## config.mk

```make
export PLATFORM = sky130hd
export DESIGN_NAME = fcs_flash_cmd_status
export DESIGN_NICKNAME = d
export VERILOG_FILES = /design/src/common/fcs_pkg.sv /design/src/rtl/fcs_flash_cmd_status.sv
export SDC_FILE = /design/constraint.sdc
export NUM_CORES = 1
export LEC_CHECK = 0
export ABC_AREA = 1
export BUFFER_PORTS_ARGS = -buffer_cell sky130_fd_sc_hd__buf_4
export CAP_MARGIN = 20
export CORE_UTILIZATION = 52
export DETAILED_ROUTE_END_ITERATION = 8
export GPL_TIMING_DRIVEN = 0
export PLACE_DENSITY = 0.86
export SLEW_MARGIN = 10
export SYNTH_ARGS = -nofsm -noshare
export SYNTH_HDL_FRONTEND = slang
export SYNTH_SLANG_ARGS = --single-unit
```

## constraint.sdc

```tcl
create_clock -name clk_i -period 2 [get_ports clk_i]
set_input_delay 0.4 -clock clk_i [delete_from_list [all_inputs] [get_ports clk_i]]
set_output_delay 0.4 -clock clk_i [all_outputs]
set_load 0.02 [all_outputs]
```

## src/common/fcs_pkg.sv

```systemverilog
package fcs_pkg;

    // ------------------------------------------------------------------
    // register map: word indices, byte address is four times the index
    // ------------------------------------------------------------------
    localparam logic [3:0] IDX_CONFIG = 4'h3;
    localparam logic [3:0] IDX_STATUS = 4'h5;
    localparam logic [3:0] IDX_COMMAND = 4'h6;
    localparam logic [3:0] IDX_RSVD = 4'h7;

    // ------------------------------------------------------------------
    // field positions
    // ------------------------------------------------------------------
    localparam int BIT_BE = 7;
    localparam int BIT_CC = 6;
    localparam int BIT_PV = 5;
    localparam int BIT_AE = 4;
    localparam int BIT_BLANK = 2;
    localparam int BIT_FAIL = 1;
    localparam int BIT_DONE = 0;
    localparam int BIT_BE_IE = 7;
    localparam int BIT_CC_IE = 6;
    localparam int BIT_ARRAY = 15;

    // ------------------------------------------------------------------
    // command codes and implemented command bits
    // ------------------------------------------------------------------
    localparam logic [7:0] CMD_MASK = 8'h65;
    localparam logic [7:0] CMD_VERIFY = 8'h05;
    localparam logic [7:0] CMD_PROGRAM = 8'h20;
    localparam logic [7:0] CMD_SECTOR = 8'h40;
    localparam logic [7:0] CMD_MASS = 8'h41;

    // ------------------------------------------------------------------
    // values after reset
    // ------------------------------------------------------------------
    localparam logic RST_BE = 1'b1;
    localparam logic RST_CC = 1'b1;
    localparam logic [7:0] RST_CONFIG = 8'h00;
    localparam logic [7:0] RST_COMMAND = 8'h00;

    // command write sequence progress
    typedef enum logic [1:0] {
        SEQ_IDLE,
        SEQ_ADDR,
        SEQ_CMD
    } fcs_seq_type;

    // one buffered or active job for the program/erase engine
    typedef struct packed {
        logic [7:0] cmd;
        logic [12:0] addr;
        logic [15:0] data;
    } fcs_job_type;

endpackage

```

## src/rtl/fcs_flash_cmd_status.sv

```systemverilog
// Chosen here: the Wishbone slave port.
`timescale 1ns/1ps
`default_nettype none

module fcs_flash_cmd_status
    import fcs_pkg::*;
(
    input wire logic clk_i,
    input wire logic rst_i,
    input wire logic [15:0] adr_i,
    input wire logic [31:0] dat_i,
    output logic [31:0] dat_o,
    input wire logic we_i,
    input wire logic [3:0] sel_i,
    input wire logic cyc_i,
    input wire logic stb_i,
    output logic ack_o,
    input wire logic special_mode_i,
    input wire logic cpu_stop_i,
    input wire logic prot_hit_i,
    input wire logic op_done_i,
    input wire logic verify_blank_i,
    output fcs_job_type job_o,
    output logic start_o,
    output logic be_irq_o,
    output logic cc_irq_o
);

    // ------------------------------------------------------------------
    // state
    // ------------------------------------------------------------------
    logic ack_r, prot_r, buf_v_r, active_r, start_r;
    logic [31:0] dat_r;
    fcs_seq_type seq_r, seq_nxt;
    logic [7:0] cfg_r, cmd_r;
    logic [12:0] addr_r;
    logic [15:0] data_r;
    fcs_job_type buf_r, job_r;
    logic be_r, cc_r, pv_r, ae_r, blank_r, fail_r;
    logic be_irq_r, cc_irq_r;
    // ------------------------------------------------------------------
    // bus decode
    // ------------------------------------------------------------------
    logic req, wr, reg_sel, arr_wr, st_wr, cmd_wr, cfg_wr;
    logic [3:0] idx;
    logic [7:0] wd, cmd_code;
    logic cmd_ok, errs, launch_req, go, bad_cmd, prot_fail;
    logic seq_viol, acc_set, fetch, finish;

    // a request is served once; the ack cycle itself is not a new request
    assign req = cyc_i & stb_i & ~ack_r;
    assign wr = req & we_i;
    assign idx = adr_i[5:2];
    assign reg_sel = ~adr_i[BIT_ARRAY] & (adr_i[14:6] == 9'h000);
    assign wd = dat_i[7:0];

    // the array takes aligned 16-bit words on the low lanes only
    assign arr_wr = wr & adr_i[BIT_ARRAY] & (sel_i == 4'h3);
    assign st_wr = wr & reg_sel & (idx == IDX_STATUS) & sel_i[0];
    assign cmd_wr = wr & reg_sel & (idx == IDX_COMMAND) & sel_i[0];
    assign cfg_wr = wr & reg_sel & (idx == IDX_CONFIG) & sel_i[0];

    // ------------------------------------------------------------------
    // launch qualification
    // ------------------------------------------------------------------
    assign cmd_code = cmd_r & CMD_MASK;
    assign cmd_ok = (cmd_code == CMD_VERIFY) | (cmd_code == CMD_PROGRAM)
                  | (cmd_code == CMD_SECTOR) | (cmd_code == CMD_MASS);
    assign errs = pv_r | ae_r | fail_r;
    assign launch_req = st_wr & wd[BIT_BE] & be_r & (seq_r == SEQ_CMD);
    assign go = launch_req & ~errs & cmd_ok & ~prot_fail;
    assign bad_cmd = launch_req & ~errs & ~cmd_ok;
    // verify touches nothing, so only program and erase can violate
    assign prot_fail = launch_req & ~errs & cmd_ok & prot_r
                     & (cmd_code != CMD_VERIFY);

    // a status, command, config or array write that breaks the three-step order
    always_comb begin
        seq_viol = 1'b0;
        if (st_wr && !wd[BIT_BE] && seq_r != SEQ_IDLE) begin
            seq_viol = 1'b1;
        end
        if (st_wr && wd[BIT_BE] && seq_r == SEQ_ADDR) begin
            seq_viol = 1'b1;
        end
        if (cmd_wr && seq_r != SEQ_ADDR) begin
            seq_viol = 1'b1;
        end
        if ((arr_wr || cfg_wr) && seq_r != SEQ_IDLE) begin
            seq_viol = 1'b1;
        end
    end

    // stop while a command runs is an error too
    assign acc_set = seq_viol | bad_cmd | (cpu_stop_i & ~cc_r);
    assign fetch = buf_v_r & (~active_r | op_done_i);
    assign finish = active_r & op_done_i;

    // ------------------------------------------------------------------
    // wishbone answer: one wait state, registered data
    // ------------------------------------------------------------------
    always_ff @(posedge clk_i) begin
        if (rst_i) begin
            ack_r <= 1'b0;
        end else begin
            ack_r <= req;
        end
    end

    // read mux; unmapped and reserved words read zero
    always_ff @(posedge clk_i) begin
        if (rst_i) begin
            dat_r <= 32'h0000_0000;
        end else if (req && !we_i) begin
            dat_r <= 32'h0000_0000;
            if (reg_sel && idx == IDX_STATUS) begin
                dat_r[BIT_BE] <= be_r;
                dat_r[BIT_CC] <= cc_r;
                dat_r[BIT_PV] <= pv_r;
                dat_r[BIT_AE] <= ae_r;
                dat_r[BIT_BLANK] <= blank_r;
                dat_r[BIT_FAIL] <= special_mode_i & fail_r;
                dat_r[BIT_DONE] <= special_mode_i & ~active_r;
            end else if (reg_sel && idx == IDX_COMMAND) begin
                dat_r[7:0] <= cmd_r & CMD_MASK;
            end else if (reg_sel && idx == IDX_CONFIG) begin
                dat_r[7:0] <= cfg_r;
            end
        end
    end

    // ------------------------------------------------------------------
    // command write sequence
    // ------------------------------------------------------------------
    always_comb begin
        seq_nxt = seq_r;
        unique case (seq_r)
            SEQ_IDLE: begin
                // a full buffer cannot take a new sequence; it is ignored
                if (arr_wr && be_r) begin
                    seq_nxt = SEQ_ADDR;
                end
            end
            SEQ_ADDR: begin
                if (cmd_wr) begin
                    seq_nxt = SEQ_CMD;
                end
            end
            SEQ_CMD: begin
                if (launch_req) begin
                    seq_nxt = SEQ_IDLE;
                end
            end
        endcase
        if (seq_viol || bad_cmd) begin
            seq_nxt = SEQ_IDLE;
        end
    end

    always_ff @(posedge clk_i) begin
        if (rst_i) begin
            seq_r <= SEQ_IDLE;
        end else begin
            seq_r <= seq_nxt;
        end
    end

    // address, data and protection hit of the first step
    always_ff @(posedge clk_i) begin
        if (rst_i) begin
            addr_r <= 13'h0000;
            data_r <= 16'h0000;
            prot_r <= 1'b0;
        end else if (arr_wr && be_r && seq_r == SEQ_IDLE) begin
            addr_r <= adr_i[14:2];
            data_r <= dat_i[15:0];
            prot_r <= prot_hit_i;
        end
    end

    // only the four implemented command bits are stored
    always_ff @(posedge clk_i) begin
        if (rst_i) begin
            cmd_r <= RST_COMMAND;
        end else if (cmd_wr && seq_r == SEQ_ADDR) begin
            cmd_r <= wd & CMD_MASK;
        end
    end

    always_ff @(posedge clk_i) begin
        if (rst_i) begin
            cfg_r <= RST_CONFIG;
        end else if (cfg_wr && seq_r == SEQ_IDLE) begin
            cfg_r <= wd & 8'hc0;
        end
    end

    // ------------------------------------------------------------------
    // two-stage pipe: buffered job, then active job
    // ------------------------------------------------------------------
    always_ff @(posedge clk_i) begin
        if (rst_i) begin
            buf_v_r <= 1'b0;
            buf_r <= '0;
        end else if (go) begin
            buf_v_r <= 1'b1;
            buf_r <= '{cmd: cmd_code, addr: addr_r, data: data_r};
        end else if (fetch) begin
            buf_v_r <= 1'b0;
        end
    end

    // a buffered job waits for the active one to finish
    always_ff @(posedge clk_i) begin
        if (rst_i) begin
            active_r <= 1'b0;
            start_r <= 1'b0;
            job_r <= '0;
        end else begin
            start_r <= fetch;
            if (fetch) begin
                active_r <= 1'b1;
                job_r <= buf_r;
            end else if (finish) begin
                active_r <= 1'b0;
            end
        end
    end

    // ------------------------------------------------------------------
    // status flags; a hardware set wins over a same-cycle clear, except complete, which a same-cycle launch clears
    // ------------------------------------------------------------------
    always_ff @(posedge clk_i) begin
        if (rst_i) begin
            be_r <= RST_BE;
        end else if (fetch) begin
            be_r <= 1'b1;
        end else if (go) begin
            be_r <= 1'b0;
        end
    end

    // a chained fetch does not raise complete
    always_ff @(posedge clk_i) begin
        if (rst_i) begin
            cc_r <= RST_CC;
        end else if (go) begin
            cc_r <= 1'b0;
        end else if (finish && !buf_v_r) begin
            cc_r <= 1'b1;
        end
    end

    // one status write clears each of the pv and ae flags it holds a one for
    always_ff @(posedge clk_i) begin
        if (rst_i) begin
            pv_r <= 1'b0;
            ae_r <= 1'b0;
        end else begin
            pv_r <= prot_fail | (pv_r & ~(st_wr & wd[BIT_PV]));
            ae_r <= acc_set | (ae_r & ~(st_wr & wd[BIT_AE]));
        end
    end

    // verify result; blank drops when a valid launch takes place
    always_ff @(posedge clk_i) begin
        if (rst_i) begin
            blank_r <= 1'b0;
            fail_r <= 1'b0;
        end else begin
            if (finish && job_r.cmd == CMD_VERIFY && verify_blank_i) begin
                blank_r <= 1'b1;
            end else if (go) begin
                blank_r <= 1'b0;
            end
            if (finish && job_r.cmd == CMD_VERIFY && !verify_blank_i
                && special_mode_i) begin
                fail_r <= 1'b1;
            end else if (st_wr && wd[BIT_FAIL] && special_mode_i) begin
                fail_r <= 1'b0;
            end
        end
    end

    // ------------------------------------------------------------------
    // interrupt requests, registered to keep outputs glitch free
    // ------------------------------------------------------------------
    always_ff @(posedge clk_i) begin
        if (rst_i) begin
            be_irq_r <= 1'b0;
            cc_irq_r <= 1'b0;
        end else begin
            be_irq_r <= be_r & cfg_r[BIT_BE_IE];
            cc_irq_r <= cc_r & cfg_r[BIT_CC_IE];
        end
    end

    assign ack_o = ack_r;
    assign dat_o = dat_r;
    assign job_o = job_r;
    assign start_o = start_r;
    assign be_irq_o = be_irq_r;
    assign cc_irq_o = cc_irq_r;
endmodule

`default_nettype wire

```

Word-level counts from Yosys, hierarchy flattened:

Cells that the tools add are included.

* register bits after elaboration: 124
* output and inout port bits: 73
* word-level logic and storage cells: 154
* input port bits: 62

* reductions and logical operators: 38
* bitwise operators: 52
* equal/unequal tests: 16
* multiplexer cells: 23

Operator list (number)
* AND 1 bit: 33
* logical AND 1 bit: 21
* == test 4 x 2 -> 1 bit, second input constant: 4
* two-way mux 8 bit: 2
* two-way mux 1 bit: 15
* == test 4 x 3 -> 1 bit, second input constant: 3
* nonzero test 2 bit: 6
* bitwise OR 1 bit: 10
* zero test 9 bit: 1
* NOT 1 bit: 9
* == test 4 bit, second input constant: 2
* two-way mux 2 bit: 3
* inequality test 2 bit, second input constant: 3
* one-hot mux 2 bit (3 select lines): 1
* zero test 1 bit: 4
* two-way mux 4 bit: 1
* inequality test 4 x 2 -> 1 bit, second input constant: 1
* OR reduction 2 bit: 2
* two-way mux 3 bit: 1
* AND reduction 3 bit: 1
* == test 2 x 1 -> 1 bit, second input constant: 1
* == test 2 bit, second input constant: 1
* zero test 2 bit: 1
* logical OR 1 bit: 2
* inequality test 2 x 1 -> 1 bit, second input constant: 1

Longest topological paths before layout:

Gate-level depths: netlist of the first run.

* depth after elaboration: 17
* mapped depth: 12
* gate-level depth less buffers: 12

Worst setup path before layout of the first run:

Ideal clock, no wire load.

* path type: in2reg
* from: input port adr_i[14]
* to: register buf_r[21] in the netlist's numbering
* buffers on the path: 1
* stages on the path: 9
* setup slack: 397 ps
* data arrival time: 1490 ps
* setup time: 113 ps
* required time: 1887 ps
* path through: nor2_1 nand2_1 nor2_4 nand4_2 nor2_4 nand4_4 buf_2 nor2_1 nor2_1

* word-level cells in the longest chain between the ends: 14

RTL lines
* start, declared: RTL line fcs_flash_cmd_status.sv:10 `input wire logic [15:0] adr_i,`
* zero test 9 bit *: RTL line fcs_flash_cmd_status.sv:54 `assign reg_sel = ~adr_i[BIT_ARRAY] & (adr_i[14:6] == 9'h000);`
* AND 1 bit *: RTL line fcs_flash_cmd_status.sv:54
* AND 1 bit * (3 in a row): RTL line fcs_flash_cmd_status.sv:59 `assign st_wr = wr & reg_sel & (idx == IDX_STATUS) & sel_i[0];`
* AND 1 bit * (3 in a row): RTL line fcs_flash_cmd_status.sv:70 `assign launch_req = st_wr & wd[BIT_BE] & be_r & (seq_r == SEQ_CMD);`
* AND 1 bit * (2 in a row): RTL line fcs_flash_cmd_status.sv:71, fcs_flash_cmd_status.sv:74
* AND 1 bit: RTL line fcs_flash_cmd_status.sv:74 `assign prot_fail = launch_req & ~errs & cmd_ok & prot_r`
* AND 1 bit: RTL line fcs_flash_cmd_status.sv:75 `& (cmd_code != CMD_VERIFY);`
* NOT 1 bit: RTL line fcs_flash_cmd_status.sv:71 `assign go = launch_req & ~errs & cmd_ok & ~prot_fail;`
* AND 1 bit *: RTL line fcs_flash_cmd_status.sv:71
* end signal, assigned: RTL line fcs_flash_cmd_status.sv:207 `buf_r <= '{cmd: cmd_code, addr: addr_r, data: data_r};`
* end, declared: RTL line fcs_flash_cmd_status.sv:38 `fcs_job_type buf_r, job_r;`

Mark *: on every way between the ends. The rest lies on a longest branch, timed or not.
A chain may end at the register's enable or synchronous reset.

Final worst setup path of the first run:

* from: register seq_r[0]
* to: register buf_r[4] in the netlist's numbering

* word-level cells in the longest chain between the ends: 8

RTL lines
* start, declared: RTL line fcs_flash_cmd_status.sv:34 `fcs_seq_type seq_r, seq_nxt;`
* start signal, assigned: RTL line fcs_flash_cmd_status.sv:164 `seq_r <= seq_nxt;`
* == test 2 bit *: RTL line fcs_flash_cmd_status.sv:70
* AND 1 bit *: RTL line fcs_flash_cmd_status.sv:70
* AND 1 bit * (2 in a row): RTL line fcs_flash_cmd_status.sv:71, fcs_flash_cmd_status.sv:74
* AND 1 bit: RTL line fcs_flash_cmd_status.sv:74
* AND 1 bit: RTL line fcs_flash_cmd_status.sv:75
* NOT 1 bit: RTL line fcs_flash_cmd_status.sv:71
* AND 1 bit *: RTL line fcs_flash_cmd_status.sv:71

Marks and branches as above.

==> results.json, run 1 <==
{
  "rsz0062_at_grt": "no",
  "synth_xor_area_share_pct": 0,
  "hold_path_class": "input pin to register",
  "die_h_um": 100,
  "io_pins": 135,
  "h-tree-depth": 4,
  "drive_above_1_share_pct": 21.1,
  "outcome": "finished clean",
  "cts.clk_slew.worst_paths_ps": 60,
  "period_minus_slack_ps": 1870,
  "fillers": 736,
  "crit_start": "seq_r[0]",
  "max_cap_violations": 0,
  "synthSimpleGateAreaFrac_pct": 22.1,
  "worst_slew_pin_slew_ps": 595,
  "synth_area_leaders": "dfxtp_1, nand2_1, inv_1",
  "critPathCaptureType": "register",
  "crit_path_max_incr_delay_ps": 380,
  "synth_compound_area_share_pct": 13.3,
  "place_ws_ps": -88.8,
  "synth_top_family_by_area": "simple AND/OR/NAND/NOR gates",
  "cts_inserted_buffers": 17,
  "overflow": 0,
  "crit_chain": "inv_1 -> ha_1 -> inv_1 -> nor4_2 -> nand4_4 -> buf_2 -> nor2_1 -> nor2_1",
  "fin_skew_ps": 9.86,
  "antenna_found_initial": 0,
  "antenna_cells": 0,
  "seq_area_frac_synth_pct": 49.1,
  "yosys_warnings": 0,
  "start_util_pct": 54.0,
  "via_per_inst": 4.80,
  "die_w_um": 100,
  "syn_area_per_cell_um2": 7.48,
  "core.rowCount": 35,
  "synth_mux_area_share_pct": 0,
  "r2r_start": "seq_r[0]",
  "numClockSinks": 123,
  "yosysTopAreaCellShare_pct": 49.1,
  "fin_util_pct": 70.7,
  "area_growth_pct": 30.9,
  "nets": 870,
  "area.sequential_um2": 2460,
  "synth_fa_ha_area_share_pct": 0.748,
  "grt_pass1_vias": 4310,
  "leakagePower_nw": 3.15,
  "path_class": "register to register",
  "drtIter0Drc": 232,
  "dpl.hpwl_mm": 8.86,
  "gp_congestion": 0.905,
  "synth_cell_type_count": 32,
  "crit_path_top_delay_cell": "nor4_2",
  "drtPass1Iterations": 5,
  "grt_usage_pct": 25.0,
  "die_area_um2": 10000,
  "via_count": 4544,
  "worstSetupStartpointType": "register",
  "clk_latency_ps": 520,
  "post_cts_buffers": 0,
  "slew_viol_final": 0,
  "synth_area_um2": 5020,
  "wirelength_mm": 12.2,
  "vdd_drop_max_mv": 0.720,
  "async_reset_ff_share_pct": 0,
  "cts_tree": "yes",
  "port_buffers": 87,
  "core_um2": 9280,
  "relSlewSlack_pct": 60.1,
  "fin_crit_sh_pct": 93.3,
  "drc": 0,
  "cp.required_ps": 2410,
  "synth_seq_cells": 123,
  "synth_edf_count": 0,
  "cts-root-buf": "clkbuf_8",
  "power.density_nw_per_um2": 924,
  "clk_path_buf_depth": 2,
  "min_from": "rst_i",
  "drt.antenna.violating_nets": 0,
  "cp_max_fo": 10,
  "setup_violations": 0,
  "critical_path_arrival_ps": 2270,
  "multi_input_area_um2": 1930,
  "wl_per_cell_um": 12.9,
  "syn_inst": 671,
  "hold_viol": 0,
  "fmax_mhz": 536,
  "fin_ws_ps": 134,
  "grt_max_degree": 17,
  "grt_pass1_wl_mm": 19.6,
  "synth_area_leader_cell": "dfxtp_1",
  "fin_tns_setup_ps": 0,
  "synth_flop_cell": "dfxtp_1"
}
-- registers in the layout, summed over array words and instances, names as in the netlist --
register / count
prot_r: 1
fail_r: 1
start_o: 1
be_irq_o: 1
ack_o: 1
data_r: 16
job_o: 33
cfg_r: 2
cc_r: 1
active_r: 1
pv_r: 1
cc_irq_o: 1
buf_v_r: 1
addr_r: 13
ae_r: 1
seq_r: 2
cmd_r: 4
buf_r: 33
dat_o: 7
blank_r: 1
be_r: 1
-- cells by family after synthesis --
group / count (synthesis)
simple gates: 260
other cells: 1
buf+inv: 157
fa+ha+maj: 3
flops: 123
compound gates: 127
-- final cells by class --
type	instances	area share, %
Clock buffer	20	6.48
Tap cell	129	2.46
Timing Repair Buffer	87	9.95
Clock inverter	12	2.97
Inverter	98	5.60
Multi-Input combinational cell	419	29.3
Sequential cell	123	37.5
Buffer	59	5.68
-- critical path: cells and delay by family (launching register included) --
kind                       cells  cell delay (ps)
adders and majority gates      1              170
DFF                            1              330
and+or+nand+nor                4              870
buffers and inverters          3              390
-- Yosys cell counts (5+ instances only) --
library cell and count:
nand2_1 139, dfxtp_1 123, inv_1 97, nor2_1 80, o21ai_0 71, a21oi_1 44, buf_4 29, clkbuf_1 18
nand3_1 11, nand4_1 10, buf_2 8, o211ai_1 5
-- what timing repair did --
| action | in CTS | in global routing |
|---|---|---|
| setup endpoints to repair | 0 | 12 |
| hold buffers | 0 | 0 |
| gates resized for setup | 0 | 3 |
-- placed cells by master, fill, tap and decap left out, drive strengths merged, types with 12 or more instances in the layout --
master / netlist / routed
clkbuf: 18 / 39
buf: 41 / 127
a21oi: 44 / 44
nand3: 12 / 12
inv: 98 / 99
o21ai: 72 / 72
dfxtp: 123 / 123
nand2: 140 / 140
nand4: 12 / 12
conb: 1 / 29
nor2: 86 / 86
-- stage by stage --
stage / total power, mW / cell area, um^2 / hold WS, ps / instances
2_1_floorplan: 2.74 / 5120 / 424 / 699
3_3_place_gp: 2.87 / 5940 / 433 / 915
3_5_place_dp: 2.87 / 5940 / 437 / 915
4_1_cts: 6.05 / 6560 / 113 / 947
5_1_grt: 6.22 / 6560 / 150 / 947
6_report: 6.07 / 6560 / 131 / 947
-- where the power goes --
| group | switching [mW] | internal (mW) | total (mW) |
|---|---|---|---|
| Clock | 1.09 | 2.14 | 3.24 |
| Combinational | 0.206 | 0.148 | 0.354 |
| Sequential | 0.00994 | 2.47 | 2.48 |
| Total | 1.31 | 4.76 | 6.07 |
-- metal layers --
metal / part of all wire (%) / vias up / track usage (%)
li1: - / 2310 / -
met1: 43 / 2033 / 29.3
met2: 49 / 169 / 44.1
met3: 5.2 / 32 / 5.01
met4: 3.1 / 0 / 11.4
met5: 0 / - / 0
-- final timing paths --
check | to | cells after the start | slack (ps)
max | buf_r[4] | 8 | 130
min | cc_irq_o | 2 | 130
max reg2reg | buf_r[4] | 8 | 130
min reg2reg | data_r[13] | 2 | 450
No activity file was read; power rests on OpenSTA's default activity.
==> run 2, diff against run 1 <==
--- a/config.mk
+++ b/config.mk
@@ -8,10 +8,10 @@
 export ABC_AREA = 1
 export BUFFER_PORTS_ARGS = -buffer_cell sky130_fd_sc_hd__buf_4
 export CAP_MARGIN = 20
-export CORE_UTILIZATION = 52
+export CORE_UTILIZATION = 47
 export DETAILED_ROUTE_END_ITERATION = 8
 export GPL_TIMING_DRIVEN = 0
-export PLACE_DENSITY = 0.86
+export PLACE_DENSITY = 0.82
 export SLEW_MARGIN = 10
 export SYNTH_ARGS = -nofsm -noshare
 export SYNTH_HDL_FRONTEND = slang
==> constraint.sdc (replaced) <==
create_clock -name clk_i -period 1.6 [get_ports clk_i]
set_input_delay 0.32 -clock clk_i [delete_from_list [all_inputs] [get_ports clk_i]]
set_output_delay 0.32 -clock clk_i [all_outputs]
set_load 0.02 [all_outputs]
==> run 2 against run 1 <==
The flow now finishes with violations (setup timing). Fmax decreased by 1.3%. Sequential power increased by 25%. Utilization fell by 0.54 points. Routed wire length up 28%. Cell area increased by 10%. Clock skew decreased by 5.2 ps. Final cell count is 3.5% higher. Power increased by 27%. Via count increased by 12%. Flip-flop and latch count stayed put. Non-clock buffer count up 25.
==> results.json, run 2 (synthesis gave the netlist of run 1 again) <==
{
  "wl_per_cell_um": 15.9,
  "antenna_cells": 0,
  "grt_max_degree": 17,
  "p_comb_share_pct": 6.9,
  "rsz0062_at_grt": "yes",
  "worstSetupStartpointType": "register",
  "cp_max_fo": 5,
  "clk_path_buf_depth": 2,
  "outcome": "complete, but fails checks",
  "drtPass1Iterations": 9,
  "min_path_cells": 2,
  "min_from": "rst_i",
  "met3_length_mm": 1.39,
  "seq_power_share_pct": 40.2,
  "io_pins": 135,
  "m1WireLength_mm": 6.02,
  "violations": "setup timing",
  "rr_worst_depth": 9,
  "core.rowCount": 37,
  "drive_above_1_share_pct": 33.8,
  "fin_crit_sh_pct": 118,
  "power.switching_mw": 1.85,
  "vdd_drop_max_mv": 0.687,
  "die_area_um2": 11100,
  "grt_pass1_wl_mm": 22.1,
  "worst_slew_pin_slew_ps": 875,
  "leakagePower_nw": 3.39,
  "die_h_um": 105,
  "ff2ff_setup_slack_ps": -290,
  "gp_congestion": 0.924,
  "final_cell_mix": "buf_4, nand2_1, dfxtp_1, inv_1, nor2_1",
  "antenna_found_initial": 0,
  "critical_path_arrival_ps": 2310,
  "hold_path_class": "input pin to register",
  "top_layer": "met4",
  "core_um2": 10300,
  "r2r_start": "ack_o",
  "dpl.hpwl_mm": 8.25,
  "p_clk_share_pct": 52.9,
  "fin_util_pct": 70.2,
  "numClockSinks": 123,
  "hold_viol": 0,
  "fillers": 722,
  "cts_inserted_buffers": 17,
  "setup_violations": 64,
  "path_class": "register to register",
  "slew_viol_final": 0,
  "drc": 0,
  "start_util_pct": 48.6,
  "grt_usage_pct": 25.5,
  "power.density_nw_per_um2": 1060,
  "p_sw_share_pct": 24.0,
  "met2_length_mm": 7.54,
  "area_growth_pct": 44.4,
  "r2r_end": "buf_r[19]",
  "hold_end": "start_o",
  "drtIter0Drc": 568,
  "max_cap_violations": 0,
  "via_per_inst": 5.20,
  "area.sequential_um2": 2460,
  "fin_skew_ps": 4.69,
  "fin_ws_ps": -292,
  "nets": 896,
  "cp.required_ps": 2020,
  "fmax_mhz": 529,
  "relSlewSlack_pct": 41.7,
  "clk_latency_ps": 530,
  "cts-root-buf": "clkbuf_8",
  "multi_input_area_um2": 2270,
  "fin_tns_setup_ps": -10410,
  "cts_tree": "yes",
  "wirelength_mm": 15.6,
  "internal_power_mw": 5.86,
  "h-tree-depth": 4,
  "port_buffers": 87,
  "grt_pass1_vias": 4606,
  "die_w_um": 105,
  "via_count": 5094,
  "overflow": 0,
  "drt.antenna.violating_nets": 0,
  "period_minus_slack_ps": 1890,
  "cts.clk_slew.worst_paths_ps": 60,
  "critPathCaptureType": "register",
  "layout_commonest_cell": "buf_4"
}
-- run 2: changes by cell type in the layout (fill, tap and decap cells not counted), sizes merged --
cell	previous run	this run
buf	127	160
clkbuf	39	28
inv	99	102
clkinvlp	1	3
bufinv	5	4
clkinv	5	4
nand4	12	13
-- run 2: worst max-delay path by stage --
| stage | to | slack (ps) | from | cells past startpoint |
|---|---|---|---|---|
| after floorplan | buf_r[21] | 9 | ack_o | 8 |
| after global placement | buf_r[28] | -330 | adr_i[14] | 10 |
| after detailed placement | seq_r[1] | -350 | adr_i[14] | 11 |
| after CTS | seq_r[1] | -130 | ack_o | 10 |
| after global routing | addr_r[5] | -470 | ack_o | 8 |
| final | buf_r[19] | -290 | ack_o | 9 |
-- run 2: area by class of cell --
type / count / area share, %
clock inverter: 15 / 2.97
inverter: 98 / 5.08
sequential: 123 / 34.0
tap: 136 / 2.35
timing repair buffer: 112 / 12.4
clock buffer: 17 / 5.72
buffer: 59 / 6.08
multi-input combinational: 420 / 31.4
-- run 2: routing by layer --
metal,GRT usage [%],vias to the layer above
li1,-,2384
met1,31.6,2301
met2,42.3,334
met3,5.63,75
met4,11.6,0
met5,0,-
-- run 2: power by group through the flow --
stage / logic, mW / registers [mW] / clock network [mW]
floorplan: 0.263 / 3.17 / 0
global placement: 0.424 / 3.16 / 0
detailed placement: 0.427 / 3.16 / 0
CTS: 0.465 / 3.10 / 4.05
global route: 0.570 / 3.10 / 4.24
finish: 0.535 / 3.10 / 4.08
-- run 2: per-stage QoR --
step                      hold slack, ps  cells  power (mW)  instance area (um^2)  setup slack, ps
after floorplan                      399    699        3.43                  5120             8.52
after global placement               431    922        3.58                  5940             -332
after detailed placement             434    922        3.59                  5940             -354
after CTS                           28.5    974        7.61                  6930             -130
after global routing                47.9    980        7.91                  7240             -467
final                               42.0    980        7.71                  7240             -292
-- run 2: repair_timing --
item	4_1_cts	5_1_grt
hold buffers	0	0
hold endpoints to repair	0	0
cloned	8	1
pin swaps	3	13
endpoints found under the setup margin	104	111
gates resized for setup	85	101
buffers inserted	12	6
-- run 2: critical path, cell delays in order, from the launching register on --
cell	delay (ps)
dfxtp_2	320
nand3b_1	230
nor2_4	220
nand4_4	130
nor2_4	200
nand4_4	150
buf_6	170
buf_6	130
nor2_1	170
nor2_1	60
